===== src/verilog/irdp_pkg.sv =====
// package: register map, field layout and types of the indirect ram data port
package irdp_pkg;
  // -------------------------------------------------
  // register map
  // -------------------------------------------------
  localparam logic [7:0] OFF_SELECT = 8'h24;
  localparam logic [7:0] OFF_COMMAND = 8'h28;
  localparam logic [7:0] OFF_ADDRESS = 8'h2c;
  localparam logic [7:0] OFF_DATA = 8'h30;
  // -------------------------------------------------
  // fields and resets
  // -------------------------------------------------
  localparam int READY_BIT = 31;
  localparam int TARGET_W = 4;
  localparam int RAM_ADDR_W = 14;
  localparam logic [3:0] TARGET_RESET = 4'h0;
  localparam logic [13:0] ADDRESS_RESET = 14'h0000;
  localparam logic [31:0] DATA_RESET = 32'h0000_0000;
  localparam logic READY_RESET = 1'b1;
  localparam logic WRITE_RESET = 1'b0;
  localparam logic [31:0] ZERO_WORD = 32'h0000_0000;
  // ram access latency in clock cycles, arbitrary plain default
  localparam logic [3:0] RAM_LATENCY = 4'h2;
  localparam logic [3:0] COUNT_ONE = 4'h1;

  typedef enum logic [3:0] {
    TGT_RECEIVE_BUFFER = 4'h0,
    TGT_VLAN_HASH_TABLE = 4'h1,
    TGT_SEGMENTATION_HEADER = 4'h2,
    TGT_RX_FIFO_CONTROL = 4'h3,
    TGT_TX_FIFO_CONTROL = 4'h4,
    TGT_DESCRIPTOR = 4'h5,
    TGT_TRANSMIT_BUFFER = 4'h7
  } irdp_target_e;

  // request toward the internal rams
  typedef struct packed {
    logic valid;
    logic write;
    logic [3:0] target;
    logic [13:0] address;
    logic [31:0] wdata;
  } irdp_ram_req_s;

  // answer from the internal rams
  typedef struct packed {
    logic done;
    logic [31:0] rdata;
  } irdp_ram_rsp_s;

  typedef struct packed {
    logic psel;
    logic penable;
    logic pwrite;
    logic [7:0] paddr;
    logic [31:0] pwdata;
  } irdp_apb_req_s;
endpackage


===== src/verilog/irdp_access_seq.sv =====
// sequencer for one indirect ram access: busy window, latency count, read capture
module irdp_access_seq (
  input wire logic clock,
  input wire logic rst,
  input wire logic clockEnable,
  input wire logic start,
  input wire logic write,
  input wire logic [31:0] ramReadData,
  output logic ready,
  output logic ramStrobe,
  output logic captureValid,
  output logic [31:0] captureData
);
  import irdp_pkg::*;

  typedef enum logic [2:0] {
    ST_IDLE = 3'b001,
    ST_WAIT = 3'b010,
    ST_DONE = 3'b100
  } irdp_seq_e;

  irdp_seq_e state;
  irdp_seq_e next_state;
  logic [3:0] count;
  logic [3:0] next_count;
  logic isWrite;
  logic next_isWrite;

  // -------------------------------------------------
  // next state
  // -------------------------------------------------
  always_comb begin
    next_state = state;
    next_count = count;
    next_isWrite = isWrite;
    unique case (state)
      ST_IDLE: begin
        if (start) begin
          next_state = ST_WAIT;
          next_count = RAM_LATENCY;
          next_isWrite = write;
        end
      end
      ST_WAIT: begin
        next_count = count - COUNT_ONE;
        if (count == COUNT_ONE) begin
          next_state = ST_DONE;
        end
      end
      ST_DONE: begin
        next_state = ST_IDLE;
      end
      default: next_state = ST_IDLE;
    endcase
  end

  always_ff @(posedge clock) begin
    if (rst) begin
      state <= ST_IDLE;
      count <= 4'h0;
      isWrite <= WRITE_RESET;
    end else if (clockEnable) begin
      state <= next_state;
      count <= next_count;
      isWrite <= next_isWrite;
    end
  end

  // ready only after the read word is captured: done state loads data, idle reports ready
  assign ready = (state == ST_IDLE);
  assign ramStrobe = (state == ST_WAIT) && (count == RAM_LATENCY);
  assign captureValid = (state == ST_DONE) && !isWrite;
  assign captureData = ramReadData;
endmodule


===== src/verilog/irdp_top.sv =====
// top of the indirect ram data port: apb register slave and ram request port
// Operation
// select bit 31 is read-only ready, 1 idle, 0 busy, resets to 1.
// on a read, ready returns only after the word sits in data register.
// select bits 3:0 pick the ram, reset zero, listed codes, rest reserved.
// software touches only the vlan hash table while running.
// a command write while ready starts one access; bit 0 one writes, zero reads.
// software loads target, address and write data before the command.
// address register holds 14-bit word address, resets zero, upper bits zero.
// data register supplies write word and receives read word, resets zero.
// software waits for ready before taking read data.
// ready clears the cycle after command; command writes while busy ignored.
//
// The APB register port was decided locally.
module irdp_top (
  input wire logic clock,
  input wire logic rst,
  input wire logic clockEnable,
  input wire logic psel,
  input wire logic penable,
  input wire logic pwrite,
  input wire logic [7:0] paddr,
  input wire logic [31:0] pwdata,
  output logic [31:0] prdata,
  output logic pready,
  output logic pslverr,
  output irdp_pkg::irdp_ram_req_s ramReq,
  input wire irdp_pkg::irdp_ram_rsp_s ramRsp
);
  import irdp_pkg::*;

  logic [3:0] target;
  logic [3:0] next_target;
  logic cmdWrite;
  logic next_cmdWrite;
  logic [13:0] ramAddress;
  logic [13:0] next_ramAddress;
  logic [31:0] dataWord;
  logic [31:0] next_dataWord;
  logic [31:0] readWord;
  logic [31:0] next_readWord;
  logic portReadyFlag;
  logic ramStrobe;
  logic captureValid;
  logic [31:0] captureData;
  logic access;
  logic wrAccess;
  logic mapped;
  logic startCmd;

  // -------------------------------------------------
  // bus decode
  // -------------------------------------------------
  // zero wait states; unmapped addresses answer pslverr and read zero
  assign access = psel && penable;
  assign wrAccess = access && pwrite;
  assign mapped = (paddr == OFF_SELECT) || (paddr == OFF_COMMAND) ||
                  (paddr == OFF_ADDRESS) || (paddr == OFF_DATA);
  assign pready = 1'b1;
  assign pslverr = access && !mapped;
  // busy-time command writes are dropped so the running access keeps its operands
  assign startCmd = wrAccess && (paddr == OFF_COMMAND) && portReadyFlag;

  // -------------------------------------------------
  // register next values
  // -------------------------------------------------
  always_comb begin
    next_target = target;
    next_cmdWrite = cmdWrite;
    next_ramAddress = ramAddress;
    next_dataWord = dataWord;
    next_readWord = ZERO_WORD;
    if (wrAccess && (paddr == OFF_SELECT)) begin
      next_target = pwdata[TARGET_W-1:0];
    end
    if (startCmd) begin
      next_cmdWrite = pwdata[0];
    end
    if (wrAccess && (paddr == OFF_ADDRESS)) begin
      next_ramAddress = pwdata[RAM_ADDR_W-1:0];
    end
    if (wrAccess && (paddr == OFF_DATA)) begin
      next_dataWord = pwdata;
    end
    // a read result lands in the data register on the same edge that ready returns
    if (captureValid) begin
      next_dataWord = captureData;
    end
    if (psel && !penable && !pwrite) begin
      unique case (paddr)
        OFF_SELECT: begin
          next_readWord = ZERO_WORD;
          next_readWord[READY_BIT] = portReadyFlag;
          next_readWord[TARGET_W-1:0] = target;
        end
        OFF_COMMAND: next_readWord = {31'h0, cmdWrite};
        OFF_ADDRESS: next_readWord = {18'h0, ramAddress};
        OFF_DATA: next_readWord = captureValid ? captureData : dataWord;
        default: next_readWord = ZERO_WORD;
      endcase
    end
  end

  always_ff @(posedge clock) begin
    if (rst) begin
      target <= TARGET_RESET;
      cmdWrite <= WRITE_RESET;
      ramAddress <= ADDRESS_RESET;
      dataWord <= DATA_RESET;
      readWord <= ZERO_WORD;
    end else if (clockEnable) begin
      target <= next_target;
      cmdWrite <= next_cmdWrite;
      ramAddress <= next_ramAddress;
      dataWord <= next_dataWord;
      readWord <= next_readWord;
    end
  end

  assign prdata = readWord;

  // -------------------------------------------------
  // access sequencer
  // -------------------------------------------------
  irdp_access_seq u_seq (
    .clock(clock),
    .rst(rst),
    .clockEnable(clockEnable),
    .start(startCmd),
    .write(pwdata[0]),
    .ramReadData(ramRsp.rdata),
    .ready(portReadyFlag),
    .ramStrobe(ramStrobe),
    .captureValid(captureValid),
    .captureData(captureData)
  );

  always_comb begin
    ramReq.valid = ramStrobe;
    ramReq.write = cmdWrite;
    ramReq.target = target;
    ramReq.address = ramAddress;
    ramReq.wdata = dataWord;
  end

  // -------------------------------------------------
  // checks
  // -------------------------------------------------
  property p_ready_reset;
    @(posedge clock) $fell(rst) |-> portReadyFlag;
  endproperty
  a_ready_reset: assert property (p_ready_reset) else $error("ready not set after reset");

  property p_busy_after_cmd;
    @(posedge clock) disable iff (rst) startCmd && clockEnable |=> !portReadyFlag;
  endproperty
  a_busy_after_cmd: assert property (p_busy_after_cmd) else $error("ready stayed set after command");

  property p_read_data_before_ready;
    @(posedge clock) disable iff (rst)
      $rose(portReadyFlag) && !cmdWrite |-> dataWord == $past(ramRsp.rdata);
  endproperty
  a_read_data_before_ready: assert property (p_read_data_before_ready) else $error("ready before read data");

  property p_cmd_bit;
    @(posedge clock) disable iff (rst) startCmd && clockEnable |=> cmdWrite == $past(pwdata[0]);
  endproperty
  a_cmd_bit: assert property (p_cmd_bit) else $error("command bit not stored");

  property p_strobe_one;
    @(posedge clock) disable iff (rst) startCmd && clockEnable |=> ramStrobe ##1 !ramStrobe;
  endproperty
  a_strobe_one: assert property (p_strobe_one) else $error("ram strobe not single");

  property p_ready_returns;
    @(posedge clock) disable iff (rst) startCmd && clockEnable ##1 clockEnable [*4] |-> portReadyFlag;
  endproperty
  a_ready_returns: assert property (p_ready_returns) else $error("ready did not return");

  property p_target_write;
    @(posedge clock) disable iff (rst)
      wrAccess && paddr == OFF_SELECT && clockEnable |=> target == $past(pwdata[3:0]);
  endproperty
  a_target_write: assert property (p_target_write) else $error("target not stored");

  property p_addr_upper_zero;
    @(posedge clock) disable iff (rst)
      psel && !penable && !pwrite && paddr == OFF_ADDRESS && clockEnable |=> prdata[31:14] == 18'h0;
  endproperty
  a_addr_upper_zero: assert property (p_addr_upper_zero) else $error("address upper bits nonzero");

  property p_select_read;
    @(posedge clock) disable iff (rst)
      psel && !penable && !pwrite && paddr == OFF_SELECT && clockEnable |=> prdata[31] == $past(portReadyFlag);
  endproperty
  a_select_read: assert property (p_select_read) else $error("ready bit misread");

  property p_select_reserved;
    @(posedge clock) disable iff (rst)
      psel && !penable && !pwrite && paddr == OFF_SELECT && clockEnable |=> prdata[READY_BIT-1:TARGET_W] == '0;
  endproperty
  a_select_reserved: assert property (p_select_reserved) else $error("select reserved bits nonzero");

  // a busy-time command must leave the running access and its direction alone
  property p_busy_cmd_dropped;
    @(posedge clock) disable iff (rst)
      wrAccess && paddr == OFF_COMMAND && !portReadyFlag && clockEnable |=> cmdWrite == $past(cmdWrite);
  endproperty
  a_busy_cmd_dropped: assert property (p_busy_cmd_dropped) else $error("command taken while busy");

  property p_address_write;
    @(posedge clock) disable iff (rst)
      wrAccess && paddr == OFF_ADDRESS && clockEnable |=> ramAddress == $past(pwdata[RAM_ADDR_W-1:0]);
  endproperty
  a_address_write: assert property (p_address_write) else $error("address not stored");

  property p_data_write;
    @(posedge clock) disable iff (rst)
      wrAccess && paddr == OFF_DATA && !captureValid && clockEnable |=> dataWord == $past(pwdata);
  endproperty
  a_data_write: assert property (p_data_write) else $error("data word not stored");

  property p_strobe_busy;
    @(posedge clock) disable iff (rst) ramStrobe |-> !portReadyFlag;
  endproperty
  a_strobe_busy: assert property (p_strobe_busy) else $error("ram strobe while ready");

  // clock enable low must hold the data word, address and target registers, the ready flag included
  property p_freeze;
    @(posedge clock) disable iff (rst)
      !clockEnable |=> $stable(dataWord) && $stable(ramAddress) && $stable(target) && $stable(portReadyFlag);
  endproperty
  a_freeze: assert property (p_freeze) else $error("state moved while frozen");
endmodule


===== config.mk =====
export PLATFORM = sky130hd
export DESIGN_NAME = irdp_top
export DESIGN_NICKNAME = d
export VERILOG_FILES = /design/src/verilog/irdp_pkg.sv /design/src/verilog/irdp_access_seq.sv /design/src/verilog/irdp_top.sv
export SDC_FILE = /design/constraint.sdc
export NUM_CORES = 1
export LEC_CHECK = 0
export ABC_AREA = 1
export BUFFER_PORTS_ARGS = -buffer_cell sky130_fd_sc_hd__buf_2
export CAP_MARGIN = 20
export CORE_MARGIN = 3
export CORE_UTILIZATION = 50
export DETAILED_ROUTE_END_ITERATION = 16
export HOLD_SLACK_MARGIN = 0.03
export PLACE_DENSITY = 0.93
export SLEW_MARGIN = 20
export SYNTH_ARGS = -nofsm -noshare
export SYNTH_HDL_FRONTEND = slang
export SYNTH_SLANG_ARGS = --single-unit

===== constraint.sdc =====
create_clock -name clock -period 1.4 [get_ports clock]
set_input_delay 0.21 -clock clock [delete_from_list [all_inputs] [get_ports clock]]
set_output_delay 0.21 -clock clock [all_outputs]
set_load 0.01 [all_outputs]

# Word level (Yosys, flattened, before mapping)
# Index checks and enable logic that the tools add are counted.
[totals]
regBits = 91
latch_bits = 0
ram_bits = 0
romBits = 0
out_inout_bits = 86
word_cells = 58
mem_count = 0
[classes]
add_sub_neg = 1
multipliers = 0
n_div = 0
order_cmp = 0
eq_ne = 11
shift = 0
n_mux = 10
bitwise = 0
reduce_logical = 28
[ops]
columns = ["operator", "count"]
rows = [
  ["32-bit 2-to-1 mux", 4],
  ["32-bit case mux with 4 select lines", 1],
  ["8-bit by 6-bit == test with 1-bit output, second input constant", 4],
  ["1-bit logical AND", 12],
  ["3-bit AND reduction", 3],
  ["4-bit case mux with 2 select lines", 1],
  ["2-bit AND reduction", 4],
  ["3-bit 2-to-1 mux", 2],
  ["3-bit case mux with 2 select lines", 1],
  ["4-bit by 1-bit == test with 1-bit output, second input constant", 1],
  ["4-bit by 2-bit == test with 1-bit output, second input constant", 1],
  ["1-bit logical NOT", 4],
  ["4-bit 2-to-1 mux", 1],
  ["2-bit by 1-bit != test with 1-bit output, second input constant", 2],
  ["2-bit nonzero test", 2],
  ["4-bit by 1-bit subtractor with 4-bit output, second input constant", 1],
  ["3-bit by 1-bit == test with 1-bit output, second input constant", 1],
  ["3-bit by 2-bit == test with 1-bit output, second input constant", 1],
  ["3-bit == test, second input constant", 1],
  ["1-bit logical OR", 3],
]

# Depth between registers and ports, before layout
[logic_depth]
ltp_word = 6
depth_mapped = 11
ltp_nobuf = 10

# Modules after synthesis
# From an unflattened synthesis, not the netlist that was laid out.
[hier_totals]
hier_cells = 691
hier_area_um2 = 4633.2
[by_module_without_submodules]
columns = ["module", "n_inst", "cells_per_inst", "area_per_inst_um2", "seq_area_each_um2"]
rows = [
  ["irdp_top", 1, 596, 3943.8, 1661.6],
  ["irdp_access_seq", 1, 95, 689.4, 160.2],
]

# Least setup slack after synthesis
# OpenSTA, ideal clock, no wires.
[synth_timing]
kind = "reg2reg"
start = "register u_seq.state[2]"
end = "register u_seq.count[1]"
setup_time_ps = 120
arrival_ps = 1139
setup_slack_ps = 142
stages_incl_launch_ff = 7
n_path_buf = 0
path_cell_list = "dfxtp_1 > inv_1 > nand3_1 > a21oi_1 > nand2_1 > o21ai_0 > a21oi_1"
[synth_between]
elab_chain_len = 4
word_cells_on_any_way = 7
[synth_rtl]
columns = ["item", "line_no", "source"]
rows = [
  ["start: declaration", "irdp_access_seq.sv:22", "irdp_seq_e state;"],
  ["start signal: assignment", "irdp_access_seq.sv:63", "state <= next_state;"],
  ["3-bit by 1-bit == test with 1-bit output", "irdp_access_seq.sv:36, irdp_access_seq.sv:70", ""],
  ["1-bit logical AND", "irdp_top.sv:62", "assign startCmd = wrAccess && (paddr == OFF_COMMAND) && portReadyFlag;"],
  ["2-bit by 1-bit != test with 1-bit output (no source line)", "--", ""],
  ["3-bit AND reduction (no source line)", "--", ""],
  ["end signal: assignment", "irdp_access_seq.sv:64", "count <= next_count;"],
  ["end: declaration", "irdp_access_seq.sv:24", "logic [3:0] count;"],
]
# Several ways; a longest one is shown, not always the timed one.
# A chain may end at the register's enable or synchronous reset.

# Worst setup path in the final report
[layout_timing]
start = "register u_seq.state[2]"
end = "register dataWord[21]"
[layout_between]
elab_chain_len = 4
word_cells_on_any_way = 5
[layout_rtl]
columns = ["item", "line_no", "source"]
rows = [
  ["3-bit == test (*)", "irdp_access_seq.sv:72", "assign captureValid = (state == ST_DONE) && !isWrite;"],
  ["1-bit logical AND (*)", "irdp_access_seq.sv:72", ""],
  ["2-bit nonzero test (no source line)", "--", ""],
  ["2-bit AND reduction (no source line)", "--", ""],
  ["end signal: assignment", "irdp_top.sv:115", "dataWord <= next_dataWord;"],
  ["end: declaration", "irdp_top.sv:38", "logic [31:0] dataWord;"],
]
# Every way passes the cells marked *; elsewhere a longest branch is shown, timed or not.

==> metrics.txt <==
# setup viols final=43; vias in the first global route=4303; Worst R2R End=dataWord[21]$_SDFFE_PP0P_; Cell Rows=34; initial antenna violation count=0; WS Path Type=flip-flop to flip-flop; clk sinks=91; hpwl dp=9.66 mm; Die Span Y=101 um; Placement Cell Area=0.00548 mm2; synthesized instance count=675; mean post-synth cell area=6.68 um2; detailed-route via count=5050; final core utilization=70.3%; failing checks=negative setup slack; Final Net Count=932; warnings from Yosys=0; status=finished with violations; Worst Hold End=ramAddress[8]$_SDFFE_PP0P_; Synthesized Nets=757; Cell Pwr Density=781 mW/mm2; Synth Area in XOR/XNOR=0.389%; GPL Wtd Cong=0.870; peak fanout along the critical path=8; Post-CTS Hold Fix Bufs=0; Max Buffers Root-to-Sink=2; antenna cells=0; HP Start=pwdata[8]; initial DRC count=315; Reg-to-Reg Start=u_seq.state[2]$_SDFFE_PP0P_; Post-Layout Cell Count=962; final worst slack=-0.124 ns; hold path cells=3; Mapped Area=0.00451 mm2; register area share after synthesis=40.4%; area grow syn2layout=36.1%; compound-cell area share of the yosys netlist=18.6%; CTS tree=built; Detailed Route WL=14.1 mm; Max rail drop VDD=0.738 mV; cts bufs inserted=9; Setup TNS Final=-3.15 ns; H-tree lvl count=3; port buffer count=162; critical path data arrival time=1.77 ns; Adder-Cell Fraction of Synth Area=0.833%; post-synth top area share=40.4%; Worst Clk Skew=0.0114 ns; IO Count=165; chip width=101 um; async set-reset flop share out of synthesis=0%; DR WL/cell=14.7 um; main combinational cell family by area after synthesis=simple AND/OR/NAND/NOR gates; Crit path required time=1.65 ns; vias per std cell=5.25; design area=0.00613 mm2; number of synthesized flops with an enable pin=0; clk_lat worst skew=0.36 ns; Slew Limit Fails=0; Leakage=3.10 nW; Hold WC Path Type=input pin to flip-flop; Synth area leaders=dfxtp_1 (40%), nand2_1 (16%), o21ai_0 (11%), a21oi_1 (6.4%), nor2_1 (6.2%); total grt overflow=0; Tmin final=1.52 ns; Routed Antenna Nets=0; Seq cells post-synth=91; MaxCap Viol Count=0; Power Total=4.79 mW; layout cells sized above 1=36.4%; global-route wire length before repair=20.3 mm; Core ar.=0.00872 mm2; Placed Cells=934; setup repair after global routing missed its margin=yes; register-to-register path setup slack=-0.12 ns; Starting Density=51.7%; final hold vios=0; clk root buf=clkbuf_8; count leader, synth=nand2_1; synth cell count leaders=nand2_1 (192), o21ai_0 (96), dfxtp_1 (91); Synth Area in Simple Gates=28.7%; area leader, netlist=dfxtp_1; Die ar.=0.0102 mm2; largest net degree at the start of global routing=50; post-synth cell types=29; Main synth FF type=dfxtp_1; Pre-antenna DRT Iters=7; GR Util All Layers=24.9%; CP Launch Type=flip-flop; Hold Worst Slack=0.0992 ns; final critical-path share of the clock period=109%; r2r worst-path depth=8; highest clock rate=656 MHz; post-synthesis mux area share=0%; Worst-path clk slew=0.10 ns; Residual DRC=0; pre-CTS setup slack=-0.0945 ns; CP endpoint kind=flip-flop
-- what timing repair did --
action / CTS / global route
setup buffers: 2 / 4
pin swaps: 2 / 8
gates cloned: 0 / 7
endpoints found under the setup margin: 44 / 63
resized for setup: 7 / 109
-- worst max-delay path by stage --
stage	endpoint	startpoint	depth (start not counted)
CTS	ramReq[51]	u_seq.state[0]$_SDFFE_PP1P_	7
detailed placement	dataWord[6]$_SDFFE_PP0P_	paddr[0]	10
floorplan	u_seq.count[1]$_SDFFE_PP0P_	u_seq.state[2]$_SDFFE_PP0P_	6
global route	dataWord[21]$_SDFFE_PP0P_	u_seq.state[2]$_SDFFE_PP0P_	8
global placement	prdata[13]$_SDFFE_PP0P_	paddr[6]	11
finish	dataWord[21]$_SDFFE_PP0P_	u_seq.state[2]$_SDFFE_PP0P_	8
-- placed cells by master, fill, tap and decap left out, types with 7 or more instances in the layout --
cell type	instances
o21ai_2	12
buf_12	9
dfxtp_1	88
clkbuf_8	10
buf_4	23
a21oi_1	53
nor2_1	56
inv_2	7
nand3_1	27
nand2_1	164
o21ai_1	14
nor2_4	13
nand2_2	31
nor2_2	12
o21ai_0	78
buf_2	163
inv_1	48
-- state kept, by name (all words and copies together), names as in the netlist --
| signal | count |
|---|---|
| ramAddress | 14 |
| prdata | 32 |
| u_seq.isWrite | 1 |
| target | 4 |
| u_seq.state | 3 |
| u_seq.count | 4 |
| dataWord | 32 |
| cmdWrite | 1 |
-- worst max-delay path, cell delays in order (launching register included) --
cell and delay [ns]:
dfxtp_2 0.33, inv_2 0.04, nor2_4 0.14, nand2_4 0.11, o22ai_4 0.28, clkinv_4 0.17
clkbuf_16 0.21, nor2_2 0.08, nor2_1 0.05
-- logic make-up (layout without fill, tap and decap cells) --
| kind of cell | after synthesis | in the layout |
|---|---|---|
| xor+xnor | 2 | 2 |
| simple gates | 315 | 316 |
| flops | 91 | 91 |
| buf+inv | 99 | 277 |
| compound gates | 164 | 164 |
| other cells | 1 | 1 |
| fa+ha+maj | 3 | 3 |
-- power by group --
group	internal [mW]	switching, mW
clock	0.694	0.953
combinational	0.220	0.308
sequential	2.60	0.0127
-- area by class of cell --
cell class / instances / area (um2)
fillers: 697 / 2590
multi-input cells: 486 / 2440
flip-flops and latches: 91 / 1830
repair buffers: 204 / 1330
inverters: 58 / 230
clock buffers: 10 / 138
well taps: 108 / 135
clock inverters: 5 / 38.8
-- metal layers --
layer | share of wire [%] | up-vias | track usage [%]
met3 | 8.6 | 38 | 5.95
met4 | 3.3 | 0 | 9.71
met2 | 47 | 220 | 39.1
met1 | 41 | 2283 | 33.1
li1 | - | 2509 | -
met5 | 0 | - | 0
Power figures use the tool's default switching activity.
